[src/rtl/tsio_pkg.sv]
package tsio_pkg;
  localparam int unsigned CLK_MHZ = 250;
  localparam int unsigned STEP_NS = 500;
  localparam int unsigned STEP_CYC = (STEP_NS * CLK_MHZ) / 1000;
  localparam logic [11:0] ADDR_CTRL = 12'h000;
  localparam logic [11:0] ADDR_RISE = 12'h004;
  localparam logic [11:0] ADDR_FALL = 12'h008;
  localparam logic [11:0] ADDR_DIV = 12'h00C;
  localparam logic [11:0] ADDR_GPDIR = 12'h010;
  localparam logic [11:0] ADDR_GPOUT = 12'h014;
  localparam logic [11:0] ADDR_GPIN = 12'h018;
  localparam logic [11:0] ADDR_STAT = 12'h01C;
  localparam int unsigned CTRL_LAMP = 0;
  localparam int unsigned CTRL_MODE_LO = 1;
  localparam int unsigned CTRL_SWTRIG = 4;
  localparam logic [31:0] DIV_RESET = 32'h0000_0FA0;
  localparam logic [15:0] RISE_RESET = 16'h0000;
  localparam logic [15:0] FALL_RESET = 16'h0001;
  typedef enum logic [2:0]
  {
    TSIO_MODE_NORMAL = 3'h0,
    TSIO_MODE_SOFT = 3'h1,
    TSIO_MODE_EXT_SYNC = 3'h2,
    TSIO_MODE_EXT_HW = 3'h3,
    TSIO_MODE_EXT_LEVEL = 3'h4
  } tsio_mode_type;
endpackage

[src/rtl/tsio_top.sv]
// How it works
// - lamp_on goes high while the software lamp-enable bit is set.
// - periodic_strobe_out toggles on a divider of the master clock, giving a periodic pulse.
// - delayed_strobe_out pulses once per integration period after a programmed delay.
// - in external hardware trigger mode a rising edge on trigger_input starts a period.
// - in software trigger mode trigger_input is an active-high level gating triggers.
// - in external sync or level mode each rising edge of trigger_input bounds a period.
// - eight gpio pins are each set as input or output by software.
// - delayed_strobe_out is held low unless lamp enable is on.
// - the strobe rises at strobe_rise_delay and falls at strobe_fall_delay, in 500 ns steps.
`timescale 1ns/1ns
`default_nettype none
module tsio_top
  import tsio_pkg::*;
(
  input wire logic pclk,
  input wire logic presetn,
  input wire logic psel,
  input wire logic penable,
  input wire logic pwrite,
  input wire logic [11:0] paddr,
  input wire logic [31:0] pwdata,
  output logic [31:0] prdata,
  output logic pready,
  output logic pslverr,
  input wire logic trigger_input,
  input wire logic int_period_start,
  output logic lamp_on,
  output logic periodic_strobe_out,
  output logic delayed_strobe_out,
  output logic period_start,
  input wire logic [7:0] gpio_in,
  output logic [7:0] gpio_out,
  output logic [7:0] gpio_oe
);
  logic [31:0] ctrl_q;
  logic [15:0] rise_q;
  logic [15:0] fall_q;
  logic [31:0] div_q;
  logic [7:0] gpdir_q;
  logic [7:0] gpout_q;
  logic sync1_q;
  logic sync2_q;
  logic sync3_q;
  logic [31:0] pdiv_cnt_q;
  logic [7:0] step_cnt_q;
  logic [15:0] steps_q;
  logic running_q;
  logic [31:0] rdata_d;
  logic slverr_d;

  wire tsio_mode_type mode = tsio_mode_type'(ctrl_q[CTRL_MODE_LO +: 3]);
  wire lamp_en = ctrl_q[CTRL_LAMP];
  wire wr_en = psel & penable & pwrite;
  wire rd_en = psel & penable & ~pwrite;
  wire sel_ctrl = (paddr == ADDR_CTRL);
  wire sel_rise = (paddr == ADDR_RISE);
  wire sel_fall = (paddr == ADDR_FALL);
  wire sel_div = (paddr == ADDR_DIV);
  wire sel_gpdir = (paddr == ADDR_GPDIR);
  wire sel_gpout = (paddr == ADDR_GPOUT);
  wire sel_gpin = (paddr == ADDR_GPIN);
  wire sel_stat = (paddr == ADDR_STAT);
  wire addr_ok = sel_ctrl | sel_rise | sel_fall | sel_div | sel_gpdir | sel_gpout
    | sel_gpin | sel_stat;
  // write-one trigger: bit 4 is never stored, so a readback cannot fire it again
  wire sw_trig = wr_en & sel_ctrl & pwdata[CTRL_SWTRIG];
  // edge detection on the second and third stages only
  wire trig_rise = sync2_q & ~sync3_q;
  wire start_d =
    ((mode == TSIO_MODE_EXT_HW) & trig_rise)
    | ((mode == TSIO_MODE_SOFT) & sync2_q & (sw_trig | int_period_start))
    | (((mode == TSIO_MODE_EXT_SYNC) | (mode == TSIO_MODE_EXT_LEVEL)) & trig_rise)
    | ((mode == TSIO_MODE_NORMAL) & (sw_trig | int_period_start));
  wire step_tick = (step_cnt_q == 8'(STEP_CYC - 1));
  wire strobe_hi = running_q & (steps_q >= rise_q) & (steps_q < fall_q);
  // >= so that a smaller divisor written mid-count takes effect at once
  wire div_tick = (pdiv_cnt_q >= div_q);

  always_comb
  begin
    rdata_d = 32'h0000_0000;
    unique case (paddr)
      ADDR_CTRL: rdata_d = {28'h0000000, ctrl_q[3:0]};
      ADDR_RISE: rdata_d = {16'h0000, rise_q};
      ADDR_FALL: rdata_d = {16'h0000, fall_q};
      ADDR_DIV: rdata_d = div_q;
      ADDR_GPDIR: rdata_d = {24'h000000, gpdir_q};
      ADDR_GPOUT: rdata_d = {24'h000000, gpout_q};
      ADDR_GPIN: rdata_d = {24'h000000, gpio_in};
      ADDR_STAT: rdata_d = {15'h0000, running_q, steps_q};
      default: rdata_d = 32'h0000_0000;
    endcase
    slverr_d = ~addr_ok;
  end

  always_ff @(posedge pclk or negedge presetn)
  begin
    if (!presetn)
    begin
      ctrl_q <= 32'h0000_0000;
      rise_q <= RISE_RESET;
      fall_q <= FALL_RESET;
      div_q <= DIV_RESET;
      gpdir_q <= 8'h00;
      gpout_q <= 8'h00;
    end
    else if (wr_en)
    begin
      // trigger bit is self-clearing, never stored
      if (sel_ctrl) ctrl_q <= {28'h0000000, pwdata[3:0]};
      if (sel_rise) rise_q <= pwdata[15:0];
      if (sel_fall) fall_q <= pwdata[15:0];
      if (sel_div) div_q <= pwdata;
      if (sel_gpdir) gpdir_q <= pwdata[7:0];
      if (sel_gpout) gpout_q <= pwdata[7:0];
    end
  end

  // zero-wait slave: read data registered at the end of the setup cycle
  always_ff @(posedge pclk or negedge presetn)
  begin
    if (!presetn)
    begin
      prdata <= 32'h0000_0000;
      pready <= 1'b0;
      pslverr <= 1'b0;
    end
    else
    begin
      pready <= psel & ~penable;
      prdata <= (psel & ~penable & ~pwrite) ? rdata_d : 32'h0000_0000;
      pslverr <= psel & ~penable & slverr_d;
    end
  end

  always_ff @(posedge pclk or negedge presetn)
  begin
    if (!presetn)
    begin
      sync1_q <= 1'b0;
      sync2_q <= 1'b0;
      sync3_q <= 1'b0;
    end
    else
    begin
      // only the second stage reads the first; the third serves the edge detector
      sync1_q <= trigger_input;
      sync2_q <= sync1_q;
      sync3_q <= sync2_q;
    end
  end

  always_ff @(posedge pclk or negedge presetn)
  begin
    if (!presetn)
    begin
      pdiv_cnt_q <= 32'h0000_0000;
      periodic_strobe_out <= 1'b0;
    end
    else if (div_tick)
    begin
      pdiv_cnt_q <= 32'h0000_0000;
      periodic_strobe_out <= ~periodic_strobe_out;
    end
    else
      pdiv_cnt_q <= pdiv_cnt_q + 32'h0000_0001;
  end

  // a new period restarts the step timer even mid-pulse
  always_ff @(posedge pclk or negedge presetn)
  begin
    if (!presetn)
    begin
      step_cnt_q <= 8'h00;
      steps_q <= 16'h0000;
      running_q <= 1'b0;
      period_start <= 1'b0;
    end
    else
    begin
      period_start <= start_d;
      if (start_d)
      begin
        step_cnt_q <= 8'h00;
        steps_q <= 16'h0000;
        running_q <= 1'b1;
      end
      else if (running_q)
      begin
        step_cnt_q <= step_tick ? 8'h00 : step_cnt_q + 8'h01;
        if (step_tick)
        begin
          // the all-ones guard keeps the step count from wrapping into a new window
          if (steps_q == 16'hFFFF || steps_q >= fall_q)
            running_q <= 1'b0;
          else
            steps_q <= steps_q + 16'h0001;
        end
      end
    end
  end

  always_ff @(posedge pclk or negedge presetn)
  begin
    if (!presetn)
    begin
      lamp_on <= 1'b0;
      delayed_strobe_out <= 1'b0;
      gpio_out <= 8'h00;
      gpio_oe <= 8'h00;
    end
    else
    begin
      lamp_on <= lamp_en;
      // gating at the output lets a lamp-off write cut a running pulse short
      delayed_strobe_out <= lamp_en & strobe_hi;
      gpio_out <= gpout_q;
      gpio_oe <= gpdir_q;
    end
  end

  AST_LAMP_FOLLOWS: assert property (@(posedge pclk) disable iff (!presetn)
    ##1 lamp_on == $past(lamp_en))
    else $error("lamp_on does not follow enable");
  AST_STROBE_NEEDS_LAMP: assert property (@(posedge pclk) disable iff (!presetn)
    delayed_strobe_out |-> $past(lamp_en))
    else $error("strobe without lamp enable");
  AST_STROBE_WINDOW: assert property (@(posedge pclk) disable iff (!presetn)
    delayed_strobe_out |-> ($past(steps_q) >= $past(rise_q)) && ($past(steps_q) < $past(fall_q)))
    else $error("strobe outside its delay window");
  AST_HW_EDGE: assert property (@(posedge pclk) disable iff (!presetn)
    (mode == TSIO_MODE_EXT_HW && sync2_q && !sync3_q) |=> period_start && running_q)
    else $error("rising edge did not start a period");
  AST_SOFT_LEVEL: assert property (@(posedge pclk) disable iff (!presetn)
    (mode == TSIO_MODE_SOFT && !sync2_q) |=> !period_start)
    else $error("soft trigger taken with level low");
  AST_SYNC_EDGE: assert property (@(posedge pclk) disable iff (!presetn)
    ((mode == TSIO_MODE_EXT_SYNC) && sync2_q && !sync3_q) |=> period_start)
    else $error("sync clock edge missed");
  AST_GPIO_DIR: assert property (@(posedge pclk) disable iff (!presetn)
    (wr_en && paddr == ADDR_GPDIR) |=> ##1 gpio_oe == $past(pwdata[7:0], 2))
    else $error("gpio direction not applied");
  AST_SYNC_DELAY: assert property (@(posedge pclk) disable iff (!presetn)
    ##2 sync2_q == $past(trigger_input, 2))
    else $error("trigger synchroniser depth wrong");
  AST_PSTROBE_RATE: assert property (@(posedge pclk) disable iff (!presetn)
    div_tick |=> periodic_strobe_out != $past(periodic_strobe_out))
    else $error("periodic strobe did not toggle");
  AST_PERIOD_RUNS: assert property (@(posedge pclk) disable iff (!presetn)
    start_d |=> running_q && steps_q == 16'h0000)
    else $error("period did not restart");

  // bus side: one wait-free access per transfer
  AST_APB_READY: assert property (@(posedge pclk) disable iff (!presetn)
    (psel && !penable) |=> pready)
    else $error("pready missing after setup");

  AST_APB_ERR: assert property (@(posedge pclk) disable iff (!presetn)
    (psel && !penable && !addr_ok) |=> pslverr)
    else $error("unmapped address not refused");

  AST_APB_ONE_CYCLE: assert property (@(posedge pclk) disable iff (!presetn)
    pready |=> !pready)
    else $error("pready stood longer than one cycle");

  AST_GPIN_READ: assert property (@(posedge pclk) disable iff (!presetn)
    (rd_en && sel_gpin) |-> prdata == {24'h000000, $past(gpio_in)})
    else $error("gpio input readback wrong");

  AST_GPIO_OUT: assert property (@(posedge pclk) disable iff (!presetn)
    (wr_en && sel_gpout) |=> ##1 gpio_out == $past(pwdata[7:0], 2))
    else $error("gpio output value not applied");

  AST_LEVEL_EDGE: assert property (@(posedge pclk) disable iff (!presetn)
    ((mode == TSIO_MODE_EXT_LEVEL) && sync2_q && !sync3_q) |=> period_start)
    else $error("level-mode clock edge missed");

  AST_SOFT_TRIG: assert property (@(posedge pclk) disable iff (!presetn)
    (mode == TSIO_MODE_SOFT && sync2_q && (sw_trig || int_period_start)) |=> period_start)
    else $error("soft trigger with level high ignored");

  AST_HW_EDGE_ONLY: assert property (@(posedge pclk) disable iff (!presetn)
    (mode == TSIO_MODE_EXT_HW && !(sync2_q && !sync3_q)) |=> !period_start)
    else $error("period started without a rising edge");

  AST_STROBE_RISE: assert property (@(posedge pclk) disable iff (!presetn)
    (lamp_en && running_q && steps_q >= rise_q && steps_q < fall_q) |=> delayed_strobe_out)
    else $error("strobe missing inside its window");

  AST_STEP_COUNT: assert property (@(posedge pclk) disable iff (!presetn)
    (running_q && !start_d && step_tick && steps_q < fall_q)
    |=> steps_q == $past(steps_q) + 16'h0001)
    else $error("step count did not advance");

  AST_STEP_END: assert property (@(posedge pclk) disable iff (!presetn)
    (running_q && !start_d && step_tick && steps_q >= fall_q) |=> !running_q)
    else $error("period timer ran past the fall delay");

  AST_IDLE_QUIET: assert property (@(posedge pclk) disable iff (!presetn)
    !running_q |=> !delayed_strobe_out)
    else $error("strobe outside an integration period");

  AST_PSTROBE_HOLD: assert property (@(posedge pclk) disable iff (!presetn)
    !div_tick |=> $stable(periodic_strobe_out))
    else $error("periodic strobe changed between divider ticks");
endmodule
`default_nettype wire

[config.mk]
export PLATFORM = sky130hd
export DESIGN_NAME = tsio_top
export DESIGN_NICKNAME = d
export VERILOG_FILES = /design/src/rtl/tsio_pkg.sv /design/src/rtl/tsio_top.sv
export SDC_FILE = /design/constraint.sdc
export NUM_CORES = 1
export LEC_CHECK = 0
export BUFFER_PORTS_ARGS = -buffer_cell sky130_fd_sc_hd__buf_2
export CAP_MARGIN = 20
export CORE_MARGIN = 3
export CORE_UTILIZATION = 59
export CTS_CLUSTER_SIZE = 14
export DETAILED_ROUTE_END_ITERATION = 8
export GPL_TIMING_DRIVEN = 0
export PLACE_DENSITY = 0.79
export SETUP_SLACK_MARGIN = 0.5
export SKIP_LAST_GASP = 1
export SYNTH_ARGS = -nofsm -noshare
export SYNTH_HDL_FRONTEND = slang
export SYNTH_SLANG_ARGS = --single-unit
export TNS_END_PERCENT = 100
[constraint.sdc]
create_clock -name pclk -period 2.5 [get_ports pclk]
set_input_delay 0.25 -clock pclk [delete_from_list [all_inputs] [get_ports pclk]]
set_output_delay 0.25 -clock pclk [all_outputs]
set_load 0.03 [all_outputs]
Word level (Yosys, flattened, before mapping)
Index checks and enable logic that the tools add are counted.
{ "classes": {"n_addsub": 3, "multipliers": 0, "div_mod_pow": 0, "magnitude_cmp": 4, "eq_ne": 14, "shifts": 0, "n_mux": 14, "bitwise_logic": 33, "reduce_logical": 12} }
{ "ops": {"columns": ["op", "count"], "rows": [
  ["$pmux 32 s8", 1],
  ["$mux 16", 4],
  ["$mux 32", 2],
  ["$eq 12x5->1 const B", 4],
  ["$add 32x1->32 const B", 1],
  ["$ge 16x16->1", 2],
  ["$ge 32x32->1", 1],
  ["$eq 12x4->1 const B", 2],
  ["$mux 8", 3],
  ["$add 16x1->16 const B", 1],
  ["$and 1x1->1", 16],
  ["$eq 16x16->1 const B", 1],
  ["$lt 16x16->1", 1],
  ["$eq 12x3->1 const B", 1],
  ["$logic_not 12->1", 1],
  ["$or 1x1->1", 12],
  ["$reduce_and 2->1", 6],
  ["$add 8x1->8 const B", 1],
  ["$eq 8x7->1 const B", 1],
  ["$eq 3x2->1 const B", 2],
  ["$not 1->1", 5],
  ["$mux 1", 4],
  ["$reduce_bool 2->1", 2],
  ["$eq 3x1->1 const B", 1],
  ["5 further kinds", 5]
]} }
{ "totals": {"regBits": 198, "latchBits": 0, "ramBits": 0, "mem_bits_ro": 0, "in_bits": 59, "output_inout_bits": 54, "elab_cells": 102, "mem_count": 0} }

Longest topological paths before layout
Gate-level depths: netlist of the first run.
{ "depth": {"ltp_word": 11, "mapped_depth": 10, "ltp_nobuf": 8} }

Worst setup path after synthesis of the first run
Ideal clock, no wire load.
{ "synth_path": {"kind": "input-to-reg", "from": "in paddr[7]", "to": "reg steps_q[10]", "setup_ps": 126, "arrival_ps": 2286, "required_ps": 2374, "slack_ps": 89, "path_stages": 9, "n_path_buf": 2, "cell_sequence": "or4_4 or4_4 buf_6 nor4_4 a41o_1 nand2_2 clkinv_4 buf_8 a21oi_2"} }
{ "synth_via": {"elab_chain_len": 10, "word_cells_on_any_way": 14, "cone_classes": "eq/ne (1); mux (1); bitwise (8); reduce/logical (4)"} }
{ "synth_lines": {"columns": ["item", "line", "source"], "rows": [
  ["start: declaration", "tsio_top.sv:21", "input wire logic [11:0] paddr,"],
  ["$logic_not 12->1 *", "tsio_top.sv:56", "wire sel_ctrl = (paddr == ADDR_CTRL);"],
  ["$and 1x1->1 * (2 in a row)", "tsio_top.sv:67", "wire sw_trig = wr_en & sel_ctrl & pwdata[CTRL_SWTRIG];"],
  ["$or 1x1->1 *", "tsio_top.sv:72, tsio_top.sv:74", null],
  ["$and 1x1->1", "tsio_top.sv:72", "| ((mode == TSIO_MODE_SOFT) & sync2_q & (sw_trig | int_period_start))"],
  ["$or 1x1->1", "tsio_top.sv:72", null],
  ["$or 1x1->1", "tsio_top.sv:73", "| (((mode == TSIO_MODE_EXT_SYNC) | (mode == TSIO_MODE_EXT_LEVEL)) & trig_rise)"],
  ["$or 1x1->1 *", "tsio_top.sv:74", "| ((mode == TSIO_MODE_NORMAL) & (sw_trig | int_period_start));"],
  ["$ne 2x2->1 (no source line) / $reduce_bool 2->1 (equally long branches)", null, null],
  ["$reduce_and 3->1 (no source line)", null, null],
  ["end signal: assignment", "tsio_top.sv:198", "steps_q <= steps_q + 16'h0001;"],
  ["end: declaration", "tsio_top.sv:47", "logic [15:0] steps_q;"]
]} }
Mark *: on every way between the ends. The rest lies on a longest branch, timed or not.
A chain may end at the register's enable or synchronous reset.

Worst setup path in the final report of the first run
{ "layout_path": {"from": "reg fall_q[7]", "to": "reg steps_q[4]"} }
{ "layout_via": {"elab_chain_len": 4} }
{ "layout_lines": {"columns": ["item", "line", "source"], "rows": [
  ["start: declaration", "tsio_top.sv:38", "logic [15:0] fall_q;"],
  ["start signal: assignment", "tsio_top.sv:113", "if (sel_fall) fall_q <= pwdata[15:0];"],
  ["$ge 16x16->1", "tsio_top.sv:195", "if (steps_q == 16'hFFFF || steps_q >= fall_q)"],
  ["$logic_or 1x1->1", "tsio_top.sv:195", null],
  ["$ne 2x2->1 (no source line)", null, null],
  ["$reduce_and 3->1 (no source line)", null, null]
]} }
No other way between the ends.

==> results of run 1 <==
## cell usage in the layout, fill, tap and decap left out, types with 27 or more instances in the layout
| cell | instances |
|---|---|
| dfrtp_1 | 174 |
| buf_2 | 111 |
| buf_4 | 68 |
| inv_1 | 57 |
| nand2_1 | 53 |
| ha_1 | 47 |
| o21ai_1 | 38 |
| nor2_1 | 33 |
| o21ai_2 | 32 |
| nand3_1 | 32 |
| o21ai_0 | 31 |
| buf_6 | 31 |
| clkbuf_16 | 29 |
| nand2_2 | 28 |
| and3_1 | 28 |
| a21oi_2 | 27 |
## registers in the layout, summed over array words and instances (netlist names), 16 cells and up
register	flops
prdata	32
rise_q	16
pdiv_cnt_q	32
fall_q	16
steps_q	16
div_q	32
## layer usage
metal,part of all wire,vias up
li1,-,3954
met1,0.33,4936
met2,0.43,1128
met3,0.14,410
met4,0.094,2
met5,0.0014,-
## cells in the mapped netlist (all sizes together), types with 10 or more instances
| master | instances | area, µm² |
|---|---|---|
| mux2 | 22 | 248 |
| nand3 | 33 | 165 |
| a21oi | 54 | 327 |
| o21ai | 101 | 505 |
| xor2 | 18 | 158 |
| clkbuf | 28 | 105 |
| nor3 | 13 | 86.3 |
| nor2 | 65 | 254 |
| dfrtp | 191 | 4780 |
| nand2 | 101 | 382 |
| nand4 | 20 | 125 |
| buf | 10 | 80.1 |
| xnor2 | 14 | 123 |
| a22oi | 23 | 173 |
| inv | 74 | 278 |
| ha | 68 | 851 |
| and3 | 30 | 188 |
| or3 | 16 | 100 |
## where the power goes
part	total (mW)	internal, mW	switching, mW
clock network	2.77	1.47	1.30
logic	0.473	0.179	0.294
registers	3.27	3.23	0.0370
## worst reg2reg max path, cell delays in order, from the launching register on
cell and delay [ns]:
dfrtp_1 0.41, inv_2 0.10, ha_4 0.22, a21oi_1 0.23, o21ai_1 0.32, a21oi_2 0.29, nand4_1 0.30, clkbuf_8 0.28
buf_4 0.19, o21ai_2 0.38, a21oi_2 0.10
## through the flow
| step | total power [mW] | TNS [ns] | cells | cell area (µm²) | worst slack (ns) |
|---|---|---|---|---|---|
| after floorplan | 3.45 | 0 | 977 | 9950 | 0.0892 |
| after global placement | 3.62 | -400.87 | 1304 | 10800 | -2.00 |
| after detailed placement | 3.64 | -17.45 | 1306 | 10800 | -0.351 |
| after CTS | 6.32 | 0 | 1407 | 12600 | 0.247 |
| after global routing | 6.63 | -5.81 | 1455 | 14100 | -0.408 |
| final | 6.51 | -4.04 | 1455 | 14100 | -0.430 |
## how the worst max path moves through the flow
| stage | startpoint | endpoint | slack [ns] |
|---|---|---|---|
| CTS | steps_q[15]$_DFFE_PN0P_ | steps_q[1]$_DFFE_PN0P_ | 0.25 |
| global placement | presetn | prdata[13]$_DFF_PN0_ | -2.00 |
| floorplan | paddr[7] | steps_q[10]$_DFFE_PN0P_ | 0.09 |
| finish | fall_q[7]$_DFFE_PN0P_ | steps_q[4]$_DFFE_PN0P_ | -0.43 |
| detailed placement | paddr[7] | div_q[13]$_DFFE_PN0P_ | -0.35 |
| global route | fall_q[7]$_DFFE_PN0P_ | steps_q[4]$_DFFE_PN0P_ | -0.41 |
## cell type report
type | count | area share
multi-input combinational | 667 | 0.400
timing repair buffer | 230 | 0.133
clock buffer | 20 | 0.0310
clock inverter | 11 | 0.00888
tap | 216 | 0.0192
sequential | 198 | 0.354
buffer | 38 | 0.0342
inverter | 75 | 0.0203
## cells by family after synthesis
group | share of synthesized area
AOI/OAI and AO/OA | 0.137
xor gates and xnor gates | 0.0285
adders and majority gates | 0.0864
buffers and inverters | 0.0479
DFF | 0.504
muxes | 0.0356
and+or+nand+nor | 0.161
## what timing repair did
| action | in CTS | in global routing |
|---|---|---|
| setup endpoints to repair | 153 | 151 |
| gates resized for setup | 161 | 312 |
| pin swaps | 63 | 93 |
| hold buffers | 2 | 0 |
| gates cloned | 7 | 12 |
| setup buffers | 61 | 36 |
| hold endpoints to repair | 68 | 0 |
==> impl_metrics.toml, run 1 <==
[outcome]
status = "complete, but fails checks"
violations = "negative setup slack"

[cells_and_area]
syn2layout_area_growth_pct = 43.1
seq_area_mm2 = 0.00498
multi_input_area_mm2 = 0.00563
utilization = 0.874
drive_gt1_frac = 0.454
fin_nets = 1354
fillers = 614
diodes = 0

[clocking]
cts_root_buf = "clkbuf_16"
insertion_delay_ns = 0.46
worst_setup_hold_path_clk_slew_ns = 0.08
cts_max_level = 4
cts_buffers = 17
cts_tree = "yes"
clkSinkCount = 198
clockBufferDepth = 2

[timing]
finalSetupViolCount = 31
tightest_slew_ns = 0.909
period_minus_slack_ns = 2.93
whs_ns = 0.0105
drv_slew = 0
relSlewSlack = 0.388
fin_ws_ns = -0.430
finalCritPeriodShare = 1.17
rsz0062_at_grt = "true"
timing.fmax_mhz = 341
finalHoldViolCount = 0
skew_ns = 0.0183

[floorplanning]
die-area_mm2 = 0.0183
start_util = 0.611
core_area_mm2 = 0.0161
io_pins = 113
die_height_um = 135
die_w_um = 135
core.rowCount = 46

[detailed_routing]
drc = 0
dr_total_vias = 10400
ant_nets = 0
route.detailed.wl_per_inst_um = 28.6
initialDrtViolationCount = 1717
drt_pass1_iterations = 9
vias_per_cell = 7.17
routed_wirelength_mm = 41.7

[synth]
async_flop_share = 1.00
ys_seq_elements = 198
synth_flop_cell = "dfrtp_1"
synthCells = 977
syn_nets = 1104
syn-cell-area_mm2 = 0.00984
synth-warning-count = 0
synth_seq_area_share = 0.504
avgSynthCellArea_um2 = 10.1
synth-edff-count = 0
synth_cell_types = 58

[placed_design]
gp_congestion = 0.982
portBuffers = 111
hpwl_mm = 18.1

[critical_path]
crit_path_frequent_cell = "a21oi_2"
worstPathRequired_ns = 2.84
critical_path_class = "flip-flop to flip-flop"
crit-reg2reg-capture = "steps_q[4]$_DFFE_PN0P_"
crit_family = "compound AO/OA/AOI/OAI gates"
cp_num_cells = 10
r2r_start = "fall_q[7]$_DFFE_PN0P_"
path_max_fanout = 7
rrSetupSlack_ns = -0.43
crit_path_start_kind = "flip-flop"
rr_worst_depth = 10
cp_slowest_stage_delay_ns = 0.41
critical_path.cell_chain = "inv_2 -> ha_4 -> a21oi_1 -> o21ai_1 -> a21oi_2 -> nand4_1 -> clkbuf_8 -> buf_4 -> o21ai_2 -> a21oi_2"
end_kind = "flip-flop"
crit_buf_inv = 3
crit_slowest_cell = "dfrtp_1"
arrival_ns = 3.27

[min_path]
hold_path_depth = 3
hp-class = "input port to flip-flop"
whs_endpoint = "div_q[17]$_DFFE_PN0P_"
hp-start = "pwdata[17]"

[power]
power_density_mw_per_mm2 = 462
vdd_ir_drop_max_mv = 0.555
p_leak_nw = 6.81

[global_route]
use_met3 = 0.0713
grt.total_usage = 0.326
gr-total-overflow = 0
grt_use_met1 = 0.423
use_met2 = 0.529
antenna_found_initial = 0
grt_pass1_wl_mm = 46.0
grt_max_degree = 70
grt.busiest_layer = "met2"
first_global_vias = 8710

[job]
drv_cap = 0
Power figures use the tool's default switching activity.
==> run 2, diff against run 1 <==
--- a/config.mk
+++ b/config.mk
@@ -8,11 +8,11 @@
 export BUFFER_PORTS_ARGS = -buffer_cell sky130_fd_sc_hd__buf_2
 export CAP_MARGIN = 20
 export CORE_MARGIN = 3
-export CORE_UTILIZATION = 59
+export CORE_UTILIZATION = 60
 export CTS_CLUSTER_SIZE = 14
 export DETAILED_ROUTE_END_ITERATION = 8
 export GPL_TIMING_DRIVEN = 0
-export PLACE_DENSITY = 0.79
+export PLACE_DENSITY = 0.81
 export SETUP_SLACK_MARGIN = 0.5
 export SKIP_LAST_GASP = 1
 export SYNTH_ARGS = -nofsm -noshare
==> constraint.sdc (replaced) <==
create_clock -name pclk -period 3.7 [get_ports pclk]
set_input_delay 0.37 -clock pclk [delete_from_list [all_inputs] [get_ports pclk]]
set_output_delay 0.37 -clock pclk [all_outputs]
set_load 0.03 [all_outputs]
==> impl_metrics.toml, run 2 (synthesis gave the netlist of run 1 again) <==
[global_route]
grt_pass1_wl_mm = 39.7
antenna_found_initial = 0
first_global_vias = 7553
gr-total-overflow = 0
grt.total_usage = 0.279
grt_max_degree = 106

[floorplanning]
io_pins = 113
core_area_mm2 = 0.0159
start_util = 0.617
die_height_um = 134
die-area_mm2 = 0.0180
core.rowCount = 46
die_w_um = 134

[timing]
timing.fmax_mhz = 362
finalSetupViolCount = 0
fin_ws_ns = 0.934
rsz0062_at_grt = "false"
relSlewSlack = 0.291
tightest_slew_ns = 1.05
period_minus_slack_ns = 2.77
skew_ns = 0.00769
finalCritPeriodShare = 0.748
finalHoldViolCount = 0
drv_slew = 0

[critical_path]
critical_path_class = "flip-flop to flip-flop"
arrival_ns = 3.13
crit_path_start_kind = "flip-flop"
path_max_fanout = 10
end_kind = "flip-flop"
worstPathRequired_ns = 4.07

[cells_and_area]
fin_nets = 1236
multi_input_area_mm2 = 0.00441
utilization = 0.707
mostFrequentLayoutCells = "191 x dfrtp_1, 116 x buf_2, 101 x o21ai_0"
final_common_cell = "dfrtp_1"
seq_area_mm2 = 0.00496
fillers = 1197
drive_gt1_frac = 0.190
syn2layout_area_growth_pct = 14.6
largest_registers = "div_q (32), pdiv_cnt_q (32), prdata (32)"

[outcome]
status = "finished, final reports clean"

[job]
drv_cap = 0

[clocking]
cts_tree = "yes"
worst_setup_hold_path_clk_slew_ns = 0.07
insertion_delay_ns = 0.44
clockBufferDepth = 2
clkSinkCount = 198
cts_max_level = 4
cts_root_buf = "clkbuf_16"
post_cts_buffers = 0
cts_buffers = 17

[detailed_routing]
ant_nets = 0
initialDrtViolationCount = 783
routed_wirelength_mm = 24.5
dr_total_vias = 7864
route.detailed.wl_per_inst_um = 18.3
drc = 0
drt_pass1_iterations = 8
vias_per_cell = 5.88

[placed_design]
gp_congestion = 0.887
portBuffers = 111
post-place-ws_ns = 0.755
hpwl_mm = 17.9

[power]
total_power_mw = 4.18
power_density_mw_per_mm2 = 370
vdd_ir_drop_max_mv = 0.367
p_leak_nw = 5.74

[min_path]
hp-class = "input port to flip-flop"
[run 2: report_power, final]
| group | switching, mW | leakage (nW) | total (mW) | internal, mW |
|---|---|---|---|---|
| Clock | 0.802 | 0.265 | 1.76 | 0.960 |
| Sequential | 0.0201 | 2.42 | 2.21 | 2.19 |
| Combinational | 0.135 | 3.06 | 0.208 | 0.0727 |
[run 2: final timing paths]
check                                        from                       to  slack (ns)  cells after the start
max in group asynchronous                 presetn     div_q[5]$_DFFE_PN1P_        2.22                      3
min reg2reg                     sync1_q$_DFF_PN0_        sync2_q$_DFF_PN0_        0.36                      0
min in group asynchronous                 presetn        pslverr$_DFF_PN0_        0.54                      2
min                                 trigger_input        sync1_q$_DFF_PN0_        0.04                      1
max                        steps_q[1]$_DFFE_PN0P_  steps_q[11]$_DFFE_PN0P_        0.93                      9
max reg2reg                steps_q[1]$_DFFE_PN0P_  steps_q[11]$_DFFE_PN0P_        0.93                      9
[run 2: metrics by stage]
step / setup TNS (ns) / area, µm² / instances / hold slack [ns]
floorplan: 0 / 9840 / 977 / 0.0744
global placement: -173.10 / 10700 / 1304 / 0.362
detailed placement: 0 / 10700 / 1305 / 0.344
CTS: 0 / 11300 / 1337 / 0.0335
global route: 0 / 11300 / 1337 / 0.0311
finish: 0 / 11300 / 1338 / 0.0367
[run 2: critical path, cell delays in order (launching register included)]
cell,delay [ns]
dfrtp_1,0.50
ha_1,0.35
nor2b_1,0.16
o211ai_1,0.12
a2111o_1,0.39
nand4_1,0.14
clkbuf_1,0.36
clkbuf_2,0.34
o21ai_0,0.18
a21oi_2,0.15
[run 2: cell type report]
| cell class | instances | share of cell area |
|---|---|---|
| Buffer | 38 | 0.0165 |
| Clock buffer | 20 | 0.0405 |
| Sequential cell | 198 | 0.440 |
| Antenna cell | 1 | 0.000222 |
| Multi-Input combinational cell | 666 | 0.391 |
| Timing Repair Buffer | 113 | 0.0535 |
| Tap cell | 216 | 0.0240 |
| Clock inverter | 11 | 0.00899 |
| Inverter | 75 | 0.0254 |
[run 2: layer usage]
metal | GRT usage | up-vias | wire length (µm) | share of wire
li1 | - | 3699 | - | -
met1 | 0.403 | 3794 | 10900 | 0.44
met2 | 0.437 | 326 | 11400 | 0.46
met3 | 0.0476 | 45 | 1760 | 0.072
met4 | 0.0877 | 0 | 519 | 0.021
met5 | 0 | - | 0 | 0
[run 2: what timing repair did]
action / 4_1_cts / 5_1_grt
endpoints found under the setup margin: 0 / 4
hold buffers: 1 / 0
endpoints found under the hold margin: 83 / 0
gates resized for setup: 0 / 2
